--- src/pkg/mfc_params.svh ---
// Constants for the flow-control configuration block: offsets, bit positions, resets.
// Assumes inclusion by the design module only.
`ifndef MFC_PARAMS_SVH
`define MFC_PARAMS_SVH
`define MFC_CFG_OFFSET 12'h000
`define MFC_TX_PAUSE_BIT 30
`define MFC_RX_PAUSE_BIT 29
`define MFC_TX_PFC_BIT 26
`define MFC_RX_PFC_BIT 25
`define MFC_AUTO_XON_BIT 20
`define MFC_PRIO_LSB 8
`define MFC_TX_PAUSE_RST 1'h1
`define MFC_RX_PAUSE_RST 1'h1
`define MFC_TX_PFC_RST 1'h0
`define MFC_RX_PFC_RST 1'h0
`define MFC_WMASK_PFC 32'h6610FF00
`define MFC_WMASK_NOPFC 32'h60000000
`endif

--- src/pkg/mfc_pkg.sv ---
// Types shared by the flow-control configuration block.
// Assumes the params header sits beside it on the include path.
package mfc_pkg;
    // Request to the transmit engine for one control frame
    typedef struct packed {
        logic pause;     // Plain pause frame wanted
        logic pfc;       // Priority frame wanted
        logic xon;       // Quanta of zero
        logic [7:0] pri; // Priorities carried in a priority frame
    } mfc_frame_req_t;
    // Event from the receive engine
    typedef struct packed {
        logic pause;     // Pause frame seen
        logic pfc;       // Priority frame seen
        logic [7:0] pri; // Priorities with valid quanta
    } mfc_rx_evt_t;
endpackage

--- src/hdl/mfc_flow_ctrl.sv ---
// Flow-control configuration word and frame-trigger logic of an Ethernet MAC.
// Assumes an APB master on clock_in and request inputs synchronous to it.
//
// The APB slave port and the address map are this design's own decisions.
`timescale 1ns/100ps
`include "mfc_params.svh"
module mfc_flow_ctrl import mfc_pkg::*; #(
    parameter bit PFC_SUPPORT = 1'b1
) (
    input wire logic clock_in,
    input wire logic sys_rst_in,
    input wire logic psel_in,
    input wire logic penable_in,
    input wire logic pwrite_in,
    input wire logic [11:0] paddr_in,
    input wire logic [31:0] pwdata_in,
    output logic [31:0] prdata_out,
    output logic pready_out,
    output logic pslverr_out,
    input wire logic pause_request_in,
    input wire logic [7:0] tx_priority_pause_request_in,
    input wire mfc_rx_evt_t rx_evt_in,
    output mfc_frame_req_t frame_req_out,
    output logic tx_inhibit_out,
    output logic rx_forward_out,
    output logic [7:0] rx_priority_pause_valid_out
);
    // Width check: one bit per priority, eight priorities
    if ($bits(tx_priority_pause_request_in) != 8) begin : g_chk
        $error("Eight priorities expected");
    end

    localparam logic [31:0] WMASK = PFC_SUPPORT ? `MFC_WMASK_PFC : `MFC_WMASK_NOPFC;
    localparam logic PFC_DEF = PFC_SUPPORT ? 1'b1 : 1'b0;
    // Reset image of the word; priority enables and auto XON follow support
    localparam logic [31:0] RST_WORD = (32'(`MFC_TX_PAUSE_RST) << `MFC_TX_PAUSE_BIT)
        | (32'(`MFC_RX_PAUSE_RST) << `MFC_RX_PAUSE_BIT)
        | (32'(`MFC_TX_PFC_RST) << `MFC_TX_PFC_BIT)
        | (32'(`MFC_RX_PFC_RST) << `MFC_RX_PFC_BIT)
        | (32'(PFC_DEF) << `MFC_AUTO_XON_BIT)
        | ({24'h000000, {8{PFC_DEF}}} << `MFC_PRIO_LSB);

    logic [31:0] cfg_r; // Configuration word, only writable bits ever set
    logic [31:0] cfg_nxt;
    logic pause_prev_r; // Last sampled pause request
    logic [7:0] pri_prev_r; // Last sampled priority requests
    logic [31:0] prdata_r;
    logic pready_r;
    logic pslverr_r;
    mfc_frame_req_t req_r;
    mfc_frame_req_t req_nxt;
    logic inhibit_r;
    logic forward_r;
    logic [7:0] rxpri_r;

    // Field views of the word
    wire tx_pause_en = cfg_r[`MFC_TX_PAUSE_BIT];
    wire rx_pause_en = cfg_r[`MFC_RX_PAUSE_BIT];
    wire tx_pfc_en = cfg_r[`MFC_TX_PFC_BIT];
    wire rx_pfc_en = cfg_r[`MFC_RX_PFC_BIT];
    wire auto_xon = cfg_r[`MFC_AUTO_XON_BIT];
    wire [7:0] pri_en = cfg_r[`MFC_PRIO_LSB +: 8];

    // APB decode; one wait state, then pready for one cycle
    wire addr_hit = (paddr_in == `MFC_CFG_OFFSET);
    wire access = psel_in && penable_in && !pready_r;
    // Write lands on the edge where the master sees pready high,
    // so an aborted access never changes the word
    wire wr_hit = psel_in && penable_in && pready_r && pwrite_in && addr_hit;
    assign cfg_nxt = wr_hit ? (pwdata_in & WMASK) : cfg_r;

    // Edge detection on the request inputs
    wire pause_rise = pause_request_in && !pause_prev_r;
    wire pause_fall = !pause_request_in && pause_prev_r;
    wire [7:0] pri_rise = tx_priority_pause_request_in & ~pri_prev_r;
    wire [7:0] pri_fall = ~tx_priority_pause_request_in & pri_prev_r;
    // Disabled priorities never trigger; both edges of an enabled one do
    wire [7:0] pri_trig = pri_en & (pri_rise | pri_fall);
    wire pfc_go = tx_pfc_en && (pri_trig != 8'h00);
    wire pause_go = tx_pause_en && (pause_rise || (auto_xon && pause_fall));
    // XON marks a frame caused by nothing but drops
    wire pfc_xon = (pri_en & pri_rise) == 8'h00;

    assign req_nxt.pause = pause_go;
    assign req_nxt.pfc = pfc_go;
    // Zero quanta on a priority frame only when auto XON asks for it
    assign req_nxt.xon = pause_go ? !pause_rise : (pfc_go && pfc_xon && auto_xon);
    assign req_nxt.pri = pfc_go ? (pri_en & tx_priority_pause_request_in) : 8'h00;

    // Configuration word
    always_ff @(posedge clock_in) begin
        if (sys_rst_in) begin
            cfg_r <= RST_WORD;
        end else begin
            cfg_r <= cfg_nxt;
        end
    end

    // APB answer registers
    always_ff @(posedge clock_in) begin
        if (sys_rst_in) begin
            pready_r <= 1'b0;
            pslverr_r <= 1'b0;
            prdata_r <= 32'h00000000;
        end else begin
            pready_r <= access;
            pslverr_r <= access && !addr_hit; // Unmapped address errors
            prdata_r <= (access && !pwrite_in && addr_hit) ? cfg_r : 32'h00000000;
        end
    end

    // Request history and frame triggers, one-cycle pulses
    always_ff @(posedge clock_in) begin
        if (sys_rst_in) begin
            pause_prev_r <= 1'b0;
            pri_prev_r <= 8'h00;
            req_r <= '0;
        end else begin
            pause_prev_r <= pause_request_in;
            pri_prev_r <= tx_priority_pause_request_in;
            req_r <= req_nxt;
        end
    end

    // Receive handling; software keeps the two receive modes apart
    always_ff @(posedge clock_in) begin
        if (sys_rst_in) begin
            inhibit_r <= 1'b0;
            forward_r <= 1'b0;
            rxpri_r <= 8'h00;
        end else begin
            inhibit_r <= rx_evt_in.pause && rx_pause_en;
            forward_r <= (rx_evt_in.pause && !rx_pause_en)
                || (rx_evt_in.pfc && !rx_pfc_en);
            rxpri_r <= (rx_evt_in.pfc && rx_pfc_en) ? (rx_evt_in.pri & pri_en) : 8'h00;
        end
    end

    assign prdata_out = prdata_r;
    assign pready_out = pready_r;
    assign pslverr_out = pslverr_r;
    assign frame_req_out = req_r;
    assign tx_inhibit_out = inhibit_r;
    assign rx_forward_out = forward_r;
    assign rx_priority_pause_valid_out = rxpri_r;

    a_pause_gate: assert property (@(posedge clock_in) disable iff (sys_rst_in)
        (!tx_pause_en && !sys_rst_in) |=> !frame_req_out.pause)
        else $error("Pause frame while disabled");
    a_pause_edge: assert property (@(posedge clock_in) disable iff (sys_rst_in)
        (tx_pause_en && pause_request_in && !pause_prev_r) |=> frame_req_out.pause)
        else $error("Pause request lost");
    a_rx_inhibit: assert property (@(posedge clock_in) disable iff (sys_rst_in)
        (rx_evt_in.pause && rx_pause_en) |=> tx_inhibit_out && !rx_forward_out)
        else $error("Pause frame not inhibiting");
    a_pfc_gate: assert property (@(posedge clock_in) disable iff (sys_rst_in)
        !tx_pfc_en |=> !frame_req_out.pfc)
        else $error("Priority frame while disabled");
    a_rx_pfc: assert property (@(posedge clock_in) disable iff (sys_rst_in)
        (rx_evt_in.pfc && !rx_pfc_en) |=> rx_forward_out
        && (rx_priority_pause_valid_out == 8'h00))
        else $error("Priority frame not forwarded");
    a_auto_xon: assert property (@(posedge clock_in) disable iff (sys_rst_in)
        (tx_pause_en && auto_xon && !pause_request_in && pause_prev_r)
        |=> frame_req_out.pause && frame_req_out.xon)
        else $error("Missing XON frame");
    a_pri_mask: assert property (@(posedge clock_in) disable iff (sys_rst_in)
        (frame_req_out.pri & ~$past(pri_en)) == 8'h00)
        else $error("Disabled priority in frame");
    a_reserved_zero: assert property (@(posedge clock_in) disable iff (sys_rst_in)
        (cfg_r & ~WMASK) == 32'h00000000)
        else $error("Reserved bit set");

    // Priority triggers: both edges of an enabled request
    a_pri_fall: assert property (@(posedge clock_in) disable iff (sys_rst_in)
        (tx_pfc_en && ((pri_en & pri_fall) != 8'h00))
        |=> frame_req_out.pfc)
        else $error("Priority drop did not trigger");
    a_pri_rise: assert property (@(posedge clock_in) disable iff (sys_rst_in)
        (tx_pfc_en && ((pri_en & pri_rise) != 8'h00))
        |=> frame_req_out.pfc && !frame_req_out.xon)
        else $error("Priority request lost");

    // Without auto XON a dropped pause request sends nothing
    a_no_xon_off: assert property (@(posedge clock_in) disable iff (sys_rst_in)
        (!auto_xon && pause_fall && !pause_rise)
        |=> !frame_req_out.pause)
        else $error("Pause frame on drop without auto XON");

    // Receive priorities follow the frame, masked by the enables
    a_rx_pri_val: assert property (@(posedge clock_in) disable iff (sys_rst_in)
        (rx_evt_in.pfc && rx_pfc_en)
        |=> rx_priority_pause_valid_out == $past(rx_evt_in.pri & pri_en))
        else $error("Priority valid outputs wrong");

    // A write takes effect only at the pready edge, masked
    a_wr_lands: assert property (@(posedge clock_in) disable iff (sys_rst_in)
        (psel_in && penable_in && pready_out && pwrite_in && addr_hit)
        |=> cfg_r == $past(pwdata_in & WMASK))
        else $error("Write did not land");

    // pready is a single-cycle answer
    a_ready_pulse: assert property (@(posedge clock_in) disable iff (sys_rst_in)
        pready_out |=> !pready_out)
        else $error("pready held too long");
endmodule // mfc_flow_ctrl

--- config.mk ---
export PLATFORM = sky130hd
export DESIGN_NAME = mfc_flow_ctrl
export DESIGN_NICKNAME = d
export VERILOG_FILES = /design/src/pkg/mfc_pkg.sv /design/src/hdl/mfc_flow_ctrl.sv
export VERILOG_INCLUDE_DIRS = /design/src /design/src/pkg
export SDC_FILE = /design/constraint.sdc
export NUM_CORES = 1
export LEC_CHECK = 0
export BUFFER_PORTS_ARGS = -buffer_cell sky130_fd_sc_hd__buf_2
export CORE_MARGIN = 3
export CORE_UTILIZATION = 44
export CTS_CLUSTER_SIZE = 24
export DETAILED_ROUTE_END_ITERATION = 12
export GPL_TIMING_DRIVEN = 1
export PLACE_DENSITY = 0.85
export SYNTH_ARGS = -nofsm -noshare
export SYNTH_HDL_FRONTEND = slang
export SYNTH_SLANG_ARGS = --single-unit
--- constraint.sdc ---
create_clock -name clock_in -period 1.79 [get_ports clock_in]
set_clock_uncertainty 0.1 [all_clocks]
set_input_delay 0.179 -clock clock_in [delete_from_list [all_inputs] [get_ports clock_in]]
set_output_delay 0.179 -clock clock_in [all_outputs]
set_load 0.02 [all_outputs]
==> results.md, run 1 <==
* Synth top cells by count: dfxtp_1, buf_4, inv_1, and3_1, nor2_1
* Core box area at between 0.004 and 0.005 mm^2
* Fraction of layout cells with a size suffix above 1 at a little over a third
* I/O pin total at about 120
* Synthesized area at between 0.002 and 0.0025 mm^2
* DIE WIDTH at 78.2 um
* Count leader, synth: dfxtp_1
* CP max FO at 5
* Pre-antenna DRT Iters at 4
* Post-Syn Area per Cell at ~10 um^2
* Setup Crit Path Kind: reg -> reg
* First-pass GRT wire length at about 8500 um
* CTS root buffer: clkbuf_8
* Initial core utilization at a little under half
* Area share of the largest cell type after synthesis at about half
* Area Overhead vs Synth at 33.3%
* Placed Cells at between 300 and 400
* Largest net degree at the start of global routing at 25
* Switching share of power at between 20% and 30%
* Vias in the first global route at about 1800
* Outcome: finished, final reports clean
* DP Worst Slack at a little under 0.06 ns
* Final hold vios at 0
* CP Data Required Time at 1.92 ns
* Clock buffer depth at 2
* Chip Height at just under 80 um
* Worst R2R Path Depth at 5
* Leak pwr at 0.00157 uW
* Vias per cell at 4.68
* Post-CTS Setup Inserts at 0
* Global route overflow at 0
* DR WL/cell at 13.8 um
* Initial antenna violation count at 0
* DIE AREA at slightly above 0.006 mm^2
* Part of the power in registers at around half
* Row cnt at 25
* CP Capture Point: frame_req_out[8]$_SDFF_PP0_
* Ant. Diodes at 0
* Netlist cell types at 34
* Number of synthesized flops with an enable pin at 0
* CP endpoint kind: flop
* Critical R2R Capture: frame_req_out[8]$_SDFF_PP0_
* Final worst slack at 0.0711 ns
* CP Launch Type: flop
* Final number of max-transition violations at 0
* Worst reg2reg setup slack at around 0.071 ns
* Filler cells at about 420
* Clk slew on worst S/H paths at around 0.06 ns
* RSZ-0062 raised after global routing: no
* CTS Buf Count at 9
* Worst-Margin Slew at about 0.63 ns
* Clock share of power at between 40% and 50%
* Synth top area cells: dfxtp_1, buf_4, and3_1
* Final Wtd Congestion at between 0.8 and 0.9
* FMAX at 582 MHz
* Sink Count at 58
* CTS H-Tree Depth at 3
* Fin crit period at 1.72 ns
* Nets at between 400 and 500
* Final setup fails at 0
* Int Pwr at just under 2000 uW
* Crit path from: pri_prev_r[0]$_SDFF_PP0_
* Final period util at a little over nine tenths
* GRT Overall Usage at 18.7%
* Final HPWL from detailed placement at about 3900 um
* Worst slew margin at 58.2%
* Register area share after synthesis at 50.7%
* Fin Setup TNS at 0 ns
* Synth async-reset ratio at 0%
* Area leader, netlist: dfxtp_1
* CP arrival at 1.85 ns
* Routed WL at 5570 um
* Drt drc at 0
* Synth warn at 0
* Hold WC Path Type: in -> reg
* First DRT Iteration DRCs at between 100 and 150
* CTS tree: done
* Peak VDD IR at between 0.3 and 0.4 mV
* NetSw at approximately 660 uW
* Port-buffer cells at 84
* Synth Flop Type: dfxtp_1
* Post-synthesis register bit count at 58
* Final Non-Filler Cells at ~400
* Worst R2R Start: pri_prev_r[0]$_SDFF_PP0_
* Area of the multi-input gates at ~950 um^2
* Via total after detailed routing at 1888
* Final ANT Viol Nets at 0
* Mapped Cells at about 220
* Sequential Area at around 0.0012 mm^2
* Comb power frac at under 10%
* Max-cap violations at 0
* Power density over the cells at roughly 850 mW/mm^2
* Clk_lat worst skew at around 0.34 ns
worst max-delay path: stages (launching register included):
cell     delay, ns
dfxtp_1       0.32
inv_1         0.04
ha_1          0.27
o22ai_1       0.11
o41a_1        0.53
a32o_1        0.24
layer usage:
metal | routed length (um) | global-route usage, % | up-vias | share of wire, %
li1 | - | - | 941 | -
met1 | 2180 | 19.9 | 845 | 39
met2 | 2830 | 32.7 | 84 | 51
met3 | 426 | 6.08 | 18 | 7.6
met4 | 130 | 9.79 | 0 | 2.3
met5 | 0 | 0 | - | 0
how the worst min path moves through the flow:
stage	slack [ns]	depth (start not counted)	from	to
CTS	0.0006	3	pwdata_in[14]	cfg_r[14]$_SDFFE_PP1P_
finish	0.01	3	pwdata_in[14]	cfg_r[14]$_SDFFE_PP1P_
global route	0.01	2	tx_priority_pause_request_in[6]	pri_prev_r[6]$_SDFF_PP0_
global placement	0.31	3	pwdata_in[25]	cfg_r[25]$_SDFFE_PP0P_
detailed placement	0.31	2	rx_evt_in[6]	rx_priority_pause_valid_out[6]$_SDFF_PP0_
floorplan	0.20	2	rx_evt_in[9]	tx_inhibit_out$_SDFF_PP0_
registers in the layout (all words and copies together) (netlist names):
name and cells:
cfg_r 13, frame_req_out 11, pause_prev_r 1, prdata_out 13
pready_out 1, pri_prev_r 8, pslverr_out 1, rx_forward_out 1
rx_priority_pause_valid_out 8, tx_inhibit_out 1
placed cells by master (no fill, tap or decap):
master	Yosys	final
buf_4	19	4
nand2b_1	2	2
nor4_1	8	8
nor3_2	9	9
or3_1	1	1
nor2_1	16	16
and2_2	1	1
and2_1	5	5
ha_1	8	8
inv_1	18	18
and3_1	16	16
nand3_4	1	1
a211oi_1	1	1
clkinvlp_4	0	2
a21oi_1	12	12
dfxtp_1	58	58
nand4_1	1	1
clkbuf_8	0	10
and4_1	1	1
a22oi_1	2	2
o22ai_1	4	4
dlygate4sd3_1	0	17
conb_1	1	19
nand4_4	1	1
nor3_4	1	1
clkinv_2	0	3
o41a_1	1	2
a222oi_1	1	1
buf_2	3	84
nand2_1	6	6
a32o_1	1	1
nor4_4	3	3
clkbuf_1	2	1
mux2i_1	3	3
nor3_1	2	2
nor2b_1	12	12
repair_timing:
item	in CTS	in global routing
hold buffers	17	0
hold endpoints to repair	17	0
endpoints found under the setup margin	0	1
resized for setup	0	0
cells by family (layout without fill, tap and decap cells):
logic type               after synthesis  in the layout  synth area share (%)
other                                  1             19                 0.164
buffers and inverters                 45            139                  11.3
AND/OR/NAND/NOR                       86             86                  26.1
multiplexers                           3              3                  1.31
adder cells (fa/ha/maj)                8              8                  4.37
flip-flops                            58             58                  50.7
AO/OA/AOI/OAI                         22             23                  6.06
area by class of cell:
| class | instances | area share [%] |
|---|---|---|
| repair buffers | 105 | 20.3 |
| clock inverters | 5 | 0.983 |
| well taps | 67 | 2.74 |
| flip-flops and latches | 58 | 38.0 |
| multi-input cells | 139 | 31.1 |
| clock buffers | 11 | 4.63 |
| inverters | 18 | 2.21 |
stage by stage:
stage	cell area, um^2	hold WS [ns]	utilization, %	total power (uW)
after global placement	2700	0.308	55.4	1540
final	3060	0.00983	62.6	2600
after global routing	3060	0.00993	62.6	2710
after CTS	3040	0.000578	62.4	2620
after floorplan	2360	0.200	-	1490
after detailed placement	2700	0.313	55.4	1550
power groups by stage:
stage	Combinational, uW	Sequential, uW	Clock (uW)
2_1_floorplan	137	1350	0
3_3_place_gp	201	1340	0
3_5_place_dp	206	1340	0
4_1_cts	236	1310	1070
5_1_grt	266	1310	1130
6_report	243	1310	1040
Power figures use the tool's default switching activity.
==> run 2: changes to the inputs <==
- CTS_CLUSTER_DIAMETER: unset -> 60
- PLACE_DENSITY: 0.85 -> 0.79
==> run 2 against run 1 <==
  * Core utilization is 1.4 points higher
  * Sequential share of layout area down 0.82 points
  * Register-to-register slack improved by 0.02 ns
  * Clock-buffer cell count increased by 2
  * Total power rose by 6.8%
  * Critical endpoint unchanged
==> results.md, run 2 (same netlist as run 1, synthesis figures left out) <==
* Outcome: finished, final reports clean
* Final number of max-transition violations at 0
* DP Worst Slack at a little over 0.06 ns
* Final Non-Filler Cells at roughly 410
* CP endpoint kind: flop
* Leak pwr at between 0.0015 and 0.002 uW
* Resized Gates After CTS at 0
* Final worst slack at approximately 0.095 ns
* I/O pin total at 123
* CP Data Required Time at about 1.9 ns
* Clk_lat worst skew at roughly 0.33 ns
* Filler cells at between 400 and 500
* CP arrival at between 1.5 and 2 ns
* Core box area at 0.00488 mm^2
* Max-cap violations at 0
* Initial antenna violation count at 0
* Vias in the first global route at around 1800
* Final HPWL from detailed placement at ~3800 um
* CTS Buf Count at 9
* Fin crit period at between 1.5 and 2 ns
* DIE WIDTH at a little under 80 um
* Drt drc at 0
* Largest net degree at the start of global routing at 25
* CP max FO at 5
* Global route overflow at 0
* Clk slew on worst S/H paths at approximately 0.060 ns
* CTS root buffer: clkbuf_8
* Final ANT Viol Nets at 0
* Initial core utilization at roughly 47%
* Post-layout util at between 60% and 70%
* DR WL/cell at 13.2 um
* Commonest non-fill, non-tap cell in the layout: buf_2
* Clock buffer depth at 2
* Via total after detailed routing at a little under 2000
* First DRT Iteration DRCs at a little over 100
* Routed WL at about 5400 um
* Final hold vios at 0
* Area Overhead vs Synth at 36.2%
* Area of the multi-input gates at roughly 950 um^2
* CP Launch Type: flop
* Non-Filler Cell Area, Final at around 0.0031 mm^2
* Chip Height at around 78 um
* Placed Area at 0.00272 mm^2
* Final Wtd Congestion at around 0.87
* Placed Cells at 371
* Vias per cell at 4.75
* CTS H-Tree Depth at 3
* Power density over the cells at 889 mW/mm^2
* Setup Crit Path Kind: reg -> reg
* FMAX at roughly 590 MHz
* Nets at roughly 410
* Peak VDD IR at 0.427 mV
* CTS tree: done
* Fraction of layout cells with a size suffix above 1 at between 30% and 40%
* RSZ-0062 raised after global routing: no
* Hold WC Path Type: in -> reg
* Post-CTS Setup Inserts at 0
* Most frequent cells in the layout: buf_2, dfxtp_1, conb_1, dlygate4sd3_1, inv_1
* Pre-antenna DRT Iters at 4
* GRT Overall Usage at between 15 and 20%
* Row cnt at 25
* DIE AREA at 0.00611 mm^2
* First-pass GRT wire length at ~8400 um
* Final period util at 94.7%
* Final setup fails at 0
* Fin Setup TNS at 0 ns
* Sink Count at 58
* Sequential Area at ~0.0012 mm^2
* Ant. Diodes at 0
* Port-buffer cells at 84
## run 2: metal layers
metal | routed length [um] | GRT usage, %
met1 | 2140 | 20.8
met2 | 2620 | 30.3
met3 | 509 | 6.54
met4 | 104 | 7.69
met5 | 0 | 0
## run 2: worst max-delay path, stage by stage, from the launching register on
cell and delay, ns:
dfxtp_1 0.31, inv_1 0.04, ha_1 0.28, o22ai_1 0.10
o41a_1 0.52, a32o_1 0.24
## run 2: area by class of cell
type / count / area share (%)
multi-input combinational: 139 / 30.4
clock inverter: 2 / 1.12
clock buffer: 13 / 5.41
tap: 67 / 2.68
inverter: 18 / 2.16
timing repair buffer: 109 / 21.0
sequential: 58 / 37.2
## run 2: where the power goes
group	leakage [uW]	internal, uW	switching [uW]
clock	0.000106	747	473
combinational	0.00103	106	137
sequential	0.000471	1310	4.85
## run 2: final timing paths
| check | to | cells after the start | startpoint | slack (ns) |
|---|---|---|---|---|
| setup / recovery | frame_req_out[8]$_SDFF_PP0_ | 5 | pri_prev_r[4]$_SDFF_PP0_ | 0.1 |
| setup reg to reg | frame_req_out[8]$_SDFF_PP0_ | 5 | pri_prev_r[4]$_SDFF_PP0_ | 0.1 |
| hold reg to reg | tx_inhibit_out$_SDFF_PP0_ | 2 | cfg_r[29]$_SDFFE_PP1P_ | 0.36 |
| hold / removal | cfg_r[25]$_SDFFE_PP0P_ | 3 | pwdata_in[25] | 0.007 |
## run 2: stage by stage
stage          total power (uW)  hold WS (ns)
4_1_cts                    2800      0.000397
3_3_place_gp               1540         0.308
6_report                   2780       0.00731
2_1_floorplan              1490         0.200
5_1_grt                    2890        0.0199
3_5_place_dp               1550         0.313
## run 2: what timing repair did
action / CTS / global route
hold buffers: 19 / 0
endpoints found under the hold margin: 19 / 0
endpoints found under the setup margin: 0 / 9
